<file path="src/core/span_fill_regs.svh">
// register indices, field positions and reset values of the span fill engine
// assumes inclusion by the engine module only
`ifndef SPAN_FILL_REGS_SVH
`define SPAN_FILL_REGS_SVH

// --------------------------------------------------------------
// register word indices (byte address = index * 4)
// --------------------------------------------------------------
`define REG_PLANE    4'h8
`define REG_FILL     4'h9
`define REG_ROP      4'hA
`define REG_FG       4'hB
`define REG_BG       4'hC
`define REG_PIXGATE  4'hD
`define REG_MODE     4'hE
`define REG_STATUS   4'hF
`define FB_SEL_BIT   23

// --------------------------------------------------------------
// field positions
// --------------------------------------------------------------
`define CNT_MSB      10
`define LOWADR_LSB   16
`define LOWADR_MSB   17
`define ROP_MSB      3
`define DSTBM_LSB    8
`define DSTBM_MSB    9
`define DST_PACKED8  2'h1
`define MODE_OPAQUE  0
`define MODE_DEPTH32 1
`define ST_BUSY      0
`define ST_ERR       1
`define ST_SEG_LSB   8
`define ST_SEG_MSB   14

// --------------------------------------------------------------
// constants and reset values
// --------------------------------------------------------------
`define SEG_PIXELS   13'h0020
`define PLANE_RESET  32'hFFFFFFFF
`define AXI_OKAY     2'h0
`define AXI_SLVERR   2'h2
`endif

</file>
<file path="src/core/span_fill_pkg.sv">
// types of the span fill engine: state encoding and the state record
// assumes nothing beyond a SystemVerilog compiler
package span_fill_pkg;

  typedef enum logic [2:0] {
    IDLE = 3'h0,
    BLK1 = 3'h1,
    BLK2 = 3'h3,
    OPIX = 3'h2,
    ORD  = 3'h6,
    OWR  = 3'h7
  } fill_state_t;

  typedef struct packed {
    fill_state_t      st;
    logic [7:0][31:0] bcol;
    logic [31:0]      planeMask;
    logic [31:0]      fillMask;
    logic [11:0]      rop;
    logic [31:0]      fg;
    logic [31:0]      bg;
    logic [31:0]      pixGate;
    logic             opaque;
    logic             depth32;
    logic             errFlag;
    logic             awHave;
    logic             wHave;
    logic [23:0]      awAddr;
    logic [31:0]      wData;
    logic [3:0]       wStrb;
    logic             awready;
    logic             wready;
    logic             bvalid;
    logic [1:0]       bresp;
    logic             arready;
    logic             rvalid;
    logic [31:0]      rdata;
    logic [1:0]       rresp;
    logic [12:0]      rem;
    logic [23:0]      base;
    logic [1:0]       lo;
    logic [4:0]       k;
    logic [31:0]      fm;
    logic [6:0]       segCount;
    logic             issued;
    logic             vValid;
    logic             vWrite;
    logic             vBlock;
    logic [23:0]      vAddr;
    logic [31:0]      vData;
    logic [31:0]      vMask;
    logic [31:0]      vPlane;
    logic [255:0]     pat;
  } engine_state_t;

endpackage

</file>
<file path="src/core/span_block_opaque_fill_engine.sv">
// span fill engine: block-fill and opaque-fill of frame-buffer spans
// assumes an AXI4-Lite master and a frame-buffer memory port with
// valid/ready requests and read data returned a cycle or more later
//
// How it works
// RQ1: block mode: frame-buffer write starts a fill of up to 2K pixels
// RQ2: write data holds count-1 in bits 10:0, low address in 17:16
// RQ3: eight block colour words repeat four times across 32 pixels
// RQ4: mask bit 1 writes the pattern colour, bit 0 leaves pixel alone
// RQ5: fill mask latched once, reused for every 32-pixel segment
// RQ6: after each segment count drops by 32, address moves on
// RQ7: last partial segment masked to its remaining low mask bits
// RQ8: low start bits from write data allow unaligned byte bitmaps
// RQ9: block fill refused for packed byte bitmap in 32-bpp buffer
// RQ10: host loads block colours in the destination format first
// RQ11: block writes carry the plane write mask
// RQ12: opaque mode: same trigger and encoding, bitonal fill
// RQ13: opaque mode uses page-mode writes, never block writes
// RQ14: opaque: foreground where mask bit 1, background where 0
// RQ15: opaque: raster op bits 3:0 combine source with destination
// RQ16: opaque: pixel gate mask bit 0 leaves the pixel unmodified
// RQ17: opaque: 32-pixel pattern repeats over the whole count
// RQ18: host gives a start address aligned to one pixel
// RQ19: host pre-rotates both masks to a four-pixel boundary
// RQ20: one block cycle when 32-aligned, otherwise two in a row
// RQ21: hardware rotates the mask from 4- to 32-pixel alignment
// RQ22: block modes apply no raster op, pattern replaces pixel
// RQ23: writes are held off until the whole span is drawn
`timescale 1ns/100ps
`include "span_fill_regs.svh"

module span_block_opaque_fill_engine
  import span_fill_pkg::*;
(
  // clock and reset
  input  wire logic         clock,
  input  wire logic         rst_n,
  // axi4-lite slave
  input  wire logic         awvalid,
  output      logic         awready,
  input  wire logic [23:0]  awaddr,
  input  wire logic         wvalid,
  output      logic         wready,
  input  wire logic [31:0]  wdata,
  input  wire logic [3:0]   wstrb,
  output      logic         bvalid,
  input  wire logic         bready,
  output      logic [1:0]   bresp,
  input  wire logic         arvalid,
  output      logic         arready,
  input  wire logic [23:0]  araddr,
  output      logic         rvalid,
  input  wire logic         rready,
  output      logic [31:0]  rdata,
  output      logic [1:0]   rresp,
  // frame-buffer memory port
  output      logic         vramValid,
  input  wire logic         vramReady,
  output      logic         vramWrite,
  output      logic         vramBlock,
  output      logic [23:0]  vramAddr,
  output      logic [31:0]  vramData,
  output      logic [31:0]  vramPixMask,
  output      logic [31:0]  vramPlaneMask,
  output      logic [255:0] blockPattern,
  input  wire logic         vramRdValid,
  input  wire logic [31:0]  vramRdData
);

  engine_state_t q;
  engine_state_t n;
  logic          exec;
  logic          startFill;
  logic          reject;
  logic          segDone;
  logic          pixEn;
  logic          lastPix;
  logic [22:0]   startPix;
  logic [31:0]   segMask;
  logic [63:0]   seg64;
  logic [31:0]   srcCol;
  logic [31:0]   ropOut;

  // --------------------------------------------------------------
  // helpers
  // --------------------------------------------------------------
  function automatic logic [31:0] merge(input logic [31:0] o,
                                        input logic [31:0] d,
                                        input logic [3:0]  s);
    logic [31:0] r;
    r = o;
    for (int i = 0; i < 4; i++) begin
      if (s[i]) begin
        r[i*8 +: 8] = d[i*8 +: 8];
      end
    end
    return r;
  endfunction

  // pixels from lo up to rem-1 of the current 32-pixel segment
  function automatic logic [31:0] rangeMask(input logic [12:0] rem,
                                            input logic [1:0]  lo);
    logic [31:0] hi;
    hi = (rem >= `SEG_PIXELS) ? 32'hFFFFFFFF
                              : ((32'h1 << rem[4:0]) - 32'h1);
    return hi & ~((32'h1 << lo) - 32'h1);
  endfunction

  function automatic logic [31:0] rasterOp(input logic [3:0]  r,
                                           input logic [31:0] s,
                                           input logic [31:0] d);
    return ({32{r[0]}} & s & d) | ({32{r[1]}} & s & ~d) |
           ({32{r[2]}} & ~s & d) | ({32{r[3]}} & ~s & ~d);
  endfunction

  function automatic logic [33:0] readMux(input logic [23:0] a);
    logic [31:0] d;
    logic [1:0]  r;
    d = 32'h0;
    r = `AXI_OKAY;
    if (a[`FB_SEL_BIT] || a[22:6] != 17'h0) begin
      r = `AXI_SLVERR;
    end else if (!a[5]) begin
      d = q.bcol[a[4:2]];
    end else begin
      unique case (a[5:2])
        `REG_PLANE:   d = q.planeMask;
        `REG_FILL:    d = q.fillMask;
        `REG_ROP:     d = {20'h0, q.rop};
        `REG_FG:      d = q.fg;
        `REG_BG:      d = q.bg;
        `REG_PIXGATE: d = q.pixGate;
        `REG_MODE:    d = {30'h0, q.depth32, q.opaque};
        default: begin
          d[`ST_BUSY] = (q.st != IDLE);
          d[`ST_ERR] = q.errFlag;
          d[`ST_SEG_MSB:`ST_SEG_LSB] = q.segCount;
        end
      endcase
    end
    return {r, d};
  endfunction

  // --------------------------------------------------------------
  // next state
  // --------------------------------------------------------------
  always_comb begin
    n = q;
    segDone = 1'b0;
    exec = q.awHave && q.wHave && !q.bvalid;
    startFill = exec && q.awAddr[`FB_SEL_BIT];
    reject = !q.opaque && q.depth32 &&
             q.rop[`DSTBM_MSB:`DSTBM_LSB] == `DST_PACKED8;
    startPix = q.depth32 ? {2'h0, q.awAddr[22:2]}
                         : {q.awAddr[22:2],
                            q.wData[`LOWADR_MSB:`LOWADR_LSB]}; // RQ8
    segMask = q.fm & rangeMask(q.rem, q.lo); // RQ4 RQ7
    seg64 = {32'h0, segMask} << {q.base[4:2], 2'b00}; // RQ21
    pixEn = ({3'h0, q.k} >= {3'h0, q.lo}) &&
            ({8'h0, q.k} < q.rem) && q.pixGate[q.k]; // RQ16
    lastPix = (q.k == 5'h1F) || ({8'h0, q.k} + 13'h1 >= q.rem);
    srcCol = q.fm[q.k] ? q.fg : q.bg; // RQ14
    ropOut = rasterOp(q.rop[`ROP_MSB:0], srcCol, vramRdData); // RQ15

    if (q.vValid && vramReady) begin
      n.vValid = 1'b0;
    end
    if (q.bvalid && bready) begin
      n.bvalid = 1'b0;
    end
    if (q.rvalid && rready) begin
      n.rvalid = 1'b0;
    end
    if (arvalid && q.arready) begin
      n.rvalid = 1'b1;
      {n.rresp, n.rdata} = readMux(araddr);
    end
    if (awvalid && q.awready) begin
      n.awHave = 1'b1;
      n.awAddr = awaddr;
    end
    if (wvalid && q.wready) begin
      n.wHave = 1'b1;
      n.wData = wdata;
      n.wStrb = wstrb;
    end

    // ------------------------------------------------------------
    // write execution: register update or fill start
    // ------------------------------------------------------------
    if (exec) begin
      n.awHave = 1'b0;
      n.wHave = 1'b0;
      n.bvalid = 1'b1;
      n.bresp = `AXI_OKAY;
      if (startFill) begin
        if (reject) begin
          n.errFlag = 1'b1; // RQ9
        end else begin
          n.base = {1'b0, startPix[22:2], 2'b00}; // RQ1 RQ12
          n.lo = startPix[1:0];
          n.rem = 13'(q.wData[`CNT_MSB:0]) + 13'h1 +
                  {11'h0, startPix[1:0]}; // RQ2
          n.fm = q.fillMask; // RQ5
          n.k = 5'h0;
          n.segCount = 7'h0;
          n.issued = 1'b0;
          n.st = q.opaque ? OPIX : BLK1;
        end
      end else if (q.awAddr[22:6] != 17'h0) begin
        n.bresp = `AXI_SLVERR;
      end else if (!q.awAddr[5]) begin
        n.bcol[q.awAddr[4:2]] = merge(q.bcol[q.awAddr[4:2]], q.wData,
                                      q.wStrb);
      end else begin
        unique case (q.awAddr[5:2])
          `REG_PLANE:   n.planeMask = merge(q.planeMask, q.wData, q.wStrb);
          `REG_FILL:    n.fillMask = merge(q.fillMask, q.wData, q.wStrb);
          `REG_ROP:     n.rop = 12'(merge({20'h0, q.rop}, q.wData,
                                          q.wStrb));
          `REG_FG:      n.fg = merge(q.fg, q.wData, q.wStrb);
          `REG_BG:      n.bg = merge(q.bg, q.wData, q.wStrb);
          `REG_PIXGATE: n.pixGate = merge(q.pixGate, q.wData, q.wStrb);
          `REG_MODE: begin
            if (q.wStrb[0]) begin
              n.opaque = q.wData[`MODE_OPAQUE];
              n.depth32 = q.wData[`MODE_DEPTH32];
            end
          end
          default: begin
            if (q.wStrb[0] && q.wData[`ST_ERR]) begin
              n.errFlag = 1'b0;
            end
          end
        endcase
      end
    end

    // ------------------------------------------------------------
    // drawing engine
    // ------------------------------------------------------------
    unique case (q.st)
      IDLE: begin
      end
      BLK1: begin
        if (!q.issued) begin
          n.issued = 1'b1;
          n.vValid = 1'b1;
          n.vWrite = 1'b1;
          n.vBlock = 1'b1; // RQ20
          n.vAddr = {q.base[23:5], 5'h0};
          n.vMask = seg64[31:0];
          n.vPlane = q.planeMask; // RQ11
          n.pat = q.bcol; // RQ3 RQ22
        end else if (q.vValid && vramReady) begin
          n.issued = 1'b0;
          if (q.base[4:0] != 5'h0) begin
            n.st = BLK2; // RQ20
          end else begin
            segDone = 1'b1;
          end
        end
      end
      BLK2: begin
        if (!q.issued) begin
          n.issued = 1'b1;
          n.vValid = 1'b1;
          n.vAddr = {q.base[23:5] + 19'h1, 5'h0};
          n.vMask = seg64[63:32]; // RQ21
        end else if (q.vValid && vramReady) begin
          n.issued = 1'b0;
          segDone = 1'b1;
        end
      end
      OPIX: begin
        if (!pixEn) begin
          if (lastPix) begin
            segDone = 1'b1;
          end else begin
            n.k = q.k + 5'h1;
          end
        end else begin
          n.vValid = 1'b1;
          n.vWrite = 1'b0;
          n.vBlock = 1'b0; // RQ13
          n.vAddr = q.base + {19'h0, q.k};
          n.vMask = 32'h1;
          n.vPlane = q.planeMask;
          n.st = ORD;
        end
      end
      ORD: begin
        if (vramRdValid && !q.vValid) begin
          n.vValid = 1'b1;
          n.vWrite = 1'b1;
          n.vData = (ropOut & q.planeMask) |
                    (vramRdData & ~q.planeMask); // RQ15
          n.st = OWR;
        end
      end
      OWR: begin
        if (q.vValid && vramReady) begin
          if (lastPix) begin
            segDone = 1'b1;
          end else begin
            n.k = q.k + 5'h1;
            n.st = OPIX;
          end
        end
      end
      default: begin
        n.st = IDLE;
      end
    endcase

    if (segDone) begin
      n.k = 5'h0;
      if (q.rem <= `SEG_PIXELS) begin
        n.st = IDLE;
      end else begin
        n.rem = q.rem - `SEG_PIXELS; // RQ6
        n.base = q.base + 24'h20;
        n.lo = 2'h0;
        n.segCount = q.segCount + 7'h1;
        n.st = q.opaque ? OPIX : BLK1; // RQ17
      end
    end

    n.awready = (n.st == IDLE) && !n.awHave && !n.bvalid; // RQ23
    n.wready = (n.st == IDLE) && !n.wHave && !n.bvalid; // RQ23
    n.arready = !n.rvalid;
  end

  always_ff @(posedge clock or negedge rst_n) begin
    if (!rst_n) begin
      q <= '0;
      q.planeMask <= `PLANE_RESET;
    end else begin
      q <= n;
    end
  end

  // --------------------------------------------------------------
  // outputs
  // --------------------------------------------------------------
  assign awready = q.awready;
  assign wready = q.wready;
  assign bvalid = q.bvalid;
  assign bresp = q.bresp;
  assign arready = q.arready;
  assign rvalid = q.rvalid;
  assign rdata = q.rdata;
  assign rresp = q.rresp;
  assign vramValid = q.vValid;
  assign vramWrite = q.vWrite;
  assign vramBlock = q.vBlock;
  assign vramAddr = q.vAddr;
  assign vramData = q.vData;
  assign vramPixMask = q.vMask;
  assign vramPlaneMask = q.vPlane;
  assign blockPattern = q.pat;
endmodule

</file>
<file path="config.mk">
export PLATFORM = sky130hd
export DESIGN_NAME = span_block_opaque_fill_engine
export DESIGN_NICKNAME = d
export VERILOG_FILES = /design/src/core/span_fill_pkg.sv /design/src/core/span_block_opaque_fill_engine.sv
export VERILOG_INCLUDE_DIRS = /design/src /design/src/core
export SDC_FILE = /design/constraint.sdc
export NUM_CORES = 2
export LEC_CHECK = 0
export BUFFER_PORTS_ARGS = -buffer_cell sky130_fd_sc_hd__buf_2
export CAP_MARGIN = 20
export CORE_MARGIN = 2
export CORE_UTILIZATION = 65
export DETAILED_ROUTE_END_ITERATION = 6
export PLACE_DENSITY = 0.87
export SYNTH_ARGS = -nofsm -noshare
export SYNTH_HDL_FRONTEND = slang
export SYNTH_SLANG_ARGS = --single-unit
</file>
<file path="constraint.sdc">
create_clock -name clock -period 10.8 [get_ports clock]
set_clock_uncertainty 0.2 [all_clocks]
set_input_delay 1.08 -clock clock [delete_from_list [all_inputs] [get_ports clock]]
set_output_delay 1.08 -clock clock [all_outputs]
set_load 0.01 [all_outputs]
</file>
; Word level (Yosys, flattened, before mapping)
; Cells that the tools add are included.
[word_totals]
register_bits = 1000
output_inout_bits = 420
word_cells = 351
[op_classes]
addsub = 11
order_cmp = 9
eq_ne = 28
n_shift = 3
mux = 139
n_bitwise = 25
reduce_logical = 74
[ops]
columns = op, n
row1 = 436-bit two-way mux, 1
row2 = 431-bit two-way mux, 1
row3 = 430-bit two-way mux, 1
row4 = 32-bit two-way mux, 13
row5 = 32-bit bitwise AND, 12
row6 = 8-bit two-way mux, 41
row7 = 320-bit two-way mux, 1
row8 = 256-bit bitwise mux, 1
row9 = 256-bit two-way mux, 1
row10 = 84-bit two-way mux, 3
row11 = 32-bit binary-select mux with 3-bit select, 2
row12 = 175-bit two-way mux, 1
row13 = 6-bit AND reduction, 24
row14 = 32-bit NOT, 4
row15 = 32-bit bitwise OR, 4
row16 = 32-bit demux with 3-bit select, 1
row17 = 32-bit case mux with 3 select lines, 1
row18 = 17-bit case mux with 5 select lines, 1
row19 = 24-bit case mux with 3 select lines, 1
row20 = 64-bit two-way mux, 1
row21 = 32-bit case mux with 2 select lines, 1
row22 = 32-bit by 5-bit left shift with 64-bit output, 1
row23 = "32-bit by 1-bit subtractor with 32-bit output, second input constant", 2
row24 = "4-bit equality test, second input constant", 14
row25 = 62 further kinds, 156

; Depth between registers and ports, before layout
[depth]
word_depth = 20
ltp_mapped = 17
ltp_nobuf = 11

; Least setup slack after synthesis
; No wires, ideal clock.
[synth_timing]
path_type = flip-flop to flip-flop
start = reg q[420] in the netlist's numbering
end = reg q[442] in the netlist's numbering
setup_ns = 0.123
arrival_ns = 3.339
required_ns = 10.477
slack_ns = 7.138
path_stages_with_launch = 16
path_buffers = 4
period_less_slack_ns = 3.662
path_cell_list = dfrtp_1 > buf_2 > buf_2 > nand3_1 > and2_1 > or2_2 > ha_1 > o21ai_0 > a21oi_1 > o2111ai_1 > a32oi_1 > and3_1 > buf_4 > buf_6 > mux2_1 > o221a_2
[synth_rtl]
columns = element, line
row1 = from (decl), span_block_opaque_fill_engine.sv:70  ; engine_state_t q;
row2 = from (signal assigned), span_block_opaque_fill_engine.sv:339  ; q <= n;

==> run_results.csv <==
group,metric,value,unit
run_status,outcome,"complete, but fails checks",
run_status,violations,"DRC",
setup_path,cp_max_fo,22,
yosys,ys_seq_area_share,46.53,%
place,placed_area,53910,µm²
grt,grt_pass1_wl,259700,µm
setup_path,cpMostUsedCell,"nand3_1",
route,firstDrtPassIters,7,
power,pwr-share-clk,33.0,%
route,avgRoutedWirePerCell,27.77,µm
yosys,synth_area,53650,µm²
power,pwr-share-comb,25.8,%
sta,finalHoldViolCount,0,
grt,antenna_found_initial,13,
grt,grtUsageTotal,39.98,%
sta,fmax,205.2,MHz
route,ant_nets,0,
cts,cts.sinks,996,
yosys,yosys.area.top_type,"dfrtp_1",
sta,finalSetupTns,0,ns
power,seqPwrFrac,41.2,%
cts,cts_buffer_depth,3,
yosys,synth_area_per_cell,10.61,µm²
cts,post_cts_buffers,0,
die,io_pins,545,
setup_path,critPathLaunchType,"flop",
power,p_leak,28.93,nW
setup_path,cp-end-kind,"flop",
cts,clk_latency,0.69,ns
setup_path,worst_ep_required_time,11.15,ns
cells_and_area,fin_area,57510,µm²
route,avgViaCountPerCell,6.833,
setup_path,crit_chain,"buf_4, nand3_1, and2_1, or2_2, ha_1, o21ai_0, a21oi_1, o2111ai_1, a32oi_1, nand3_1, nand2_1, o221a_2",
setup_path,r2r-end,"q[439]",
power,peakVddDrop,159.7,µV
run,maxCapViolCount,0,
cells_and_area,fillers,5505,
yosys,ys_types,95,
yosys,ys_ff_latch,996,
place,dpl.hpwl,114500,µm
power,switching_share,37.10,%
die,design.core.area,81850,µm²
grt,grt_max_degree,226,
sta,post-route-period-util,45.12,%
grt,grt_pass1_vias,41550,
sta,drv_slew,0,
power,switchingPower,4.170,mW
yosys,synth_cells,5058,
setup_path,reg2reg_slack,5.93,ns
yosys,async_flop_share,100.0,%
grt,use_met3,11.07,%
yosys,synth.area.top_cells,"dfrtp_1 (45%), mux2_2 (11%), nand2_1 (7.5%)",
cts,cts_buffers,101,
cts,htreeDepth,3,
hold_path,holdCritPathClass,"input port to async pin",
sta,maxSlewHeadroom,21.43,%
cells_and_area,seqCellArea,24970,µm²
place,port_buffers,538,
cells_and_area,nets,5178,
setup_path,cp_slowest_stage_delay,0.84,ns
setup_path,cp_data_arrival_time,5.22,ns
yosys,synth-edff-count,0,
die,fp.dieH,291.3,µm
sta,worstMarginPinSlew,1.179,ns
power,p_int,7.070,mW
setup_path,crit_type,"flop to flop",
cts,clk_pin_slew_worst_paths,0.06,ns
grt,top_usage_layer,"met2",
cells_and_area,drive_gt1_share,30.16,%
cells_and_area,synthToLayoutAreaGrowth,7.200,%
setup_path,critical_path.slowest_cell,"nand2_1",
setup_path,crit_family,"simple AND/OR/NAND/NOR gates",
yosys,synth_top_area_share,44.97,%
cts,cts-resized-gates,0,
cts,clockRootBuffer,"clkbuf_16",
setup_path,crit_buf_inv,1,
route,drt_iter0_drc,6161,
yosys,synth_warnings,0,
grt,grt_remaining_overflow,0,
setup_path,r2r_cells,12,
sta,rsz0062_at_grt,"no",
cells_and_area,multi_input_area,23990,µm²
cts,cts_tree,"yes",
sta,setup_viol,0,
grt,grtUsageMet2,59.51,%
yosys,ys.flop_type,"dfrtp_1",
place,gp_congestion,0.9730,
route,finalWirelength,171800,µm
route,route.detailed.drc,8,
die,die_w,291.3,µm
setup_path,r2r-start,"q[419]",
die,fp-row-count,105,
die,die_area,84850,µm²
cts,hold_buffers,0,
route,num_vias,42290,
die,start_util,65.54,%
sta,finalCriticalPeriod,4.873,ns
grt,use_met1,53.23,%
power,cellPowerDensity,195.4,nW/µm²
## metal layers
layer	part of all wire, %	up-vias	routed length (µm)
li1	-	17430	-
met1	37	20990	62990
met2	45	3170	76840
met3	12	681	21190
met4	6.2	12	10740
met5	0.049	-	84
## stage by stage
| stage | total power, mW | hold WS, ns | utilization [%] | std cells | setup WS [ns] |
|---|---|---|---|---|---|
| detailed placement | 7.467 | 0.2569 | 65.87 | 5988 | 6.084 |
| finish | 11.24 | 0.2338 | 70.26 | 6189 | 5.927 |
| global placement | 7.400 | 0.2550 | 65.87 | 5988 | 6.155 |
| global route | 11.64 | 0.2948 | 70.25 | 6184 | 5.676 |
| floorplan | 6.480 | 0.2470 | - | 5059 | 7.138 |
| CTS | 11.15 | 0.2742 | 70.18 | 6177 | 6.045 |
## synth_stat cells, types with 32 or more instances
master    number
a211oi_1      84
a21oi_1      113
and3_1        66
buf_1         37
buf_2         35
buf_4        424
clkbuf_1     244
dfrtp_1      964
dfstp_2       32
inv_1         88
mux2_2       525
mux2i_1      211
mux4_2       145
nand2_1     1068
nand3_1       66
nor2_1       146
nor2b_1       61
nor3_1        59
o211ai_1      33
o21ai_0      100
o21ai_1       39
## cell usage in the layout (no fill, tap or decap), drive strengths merged, types with 84 or more instances in the layout
cell / Yosys / final
mux2i: 211 / 211
dfrtp: 964 / 964
o21ai: 139 / 139
a211oi: 84 / 84
inv: 90 / 96
mux2: 550 / 550
buf: 501 / 606
nor2: 148 / 148
clkbuf: 244 / 152
a21oi: 114 / 114
nand2: 1068 / 1068
mux4: 145 / 145
## power groups by stage
stage	logic (mW)	clock network, mW	registers, mW
6_report	2.90	3.71	4.63
5_1_grt	3.11	3.88	4.65
4_1_cts	2.84	3.72	4.59
3_5_place_dp	2.82	0	4.65
3_3_place_gp	2.77	0	4.63
2_1_floorplan	2.20	0	4.28
## worst max path at each step
stage / startpoint / endpoint / cells after the start
floorplan: q[420] / q[442] / 15
global placement: q[419] / q[437] / 12
detailed placement: q[419] / q[437] / 12
CTS: q[419] / q[439] / 12
global route: q[419] / q[428] / 12
finish: q[419] / q[439] / 12
## kinds of logic (layout without fill, tap and decap cells)
logic type | after synthesis | in the layout | share of synthesized area, %
AND/OR/NAND/NOR | 1580 | 1580 | 12.62
flip-flops | 996 | 996 | 46.53
multiplexers | 906 | 906 | 21.57
buffers and inverters | 836 | 887 | 8.975
AO/OA/AOI/OAI | 697 | 697 | 9.383
adder cells (fa/ha/maj) | 29 | 29 | 0.7044
XOR/XNOR | 13 | 13 | 0.2122
other | 1 | 11 | 0.006990
## final cells by class
cell class	instances	area share (%)
Clock inverter	38	0.8898
Antenna cell	9	0.03916
Clock buffer	151	5.243
Multi-Input combinational cell	3227	41.72
Tap cell	1070	2.328
Sequential cell	996	43.42
Timing Repair Buffer	607	5.766
Inverter	91	0.5940
(Power assumes the default switching activity.)
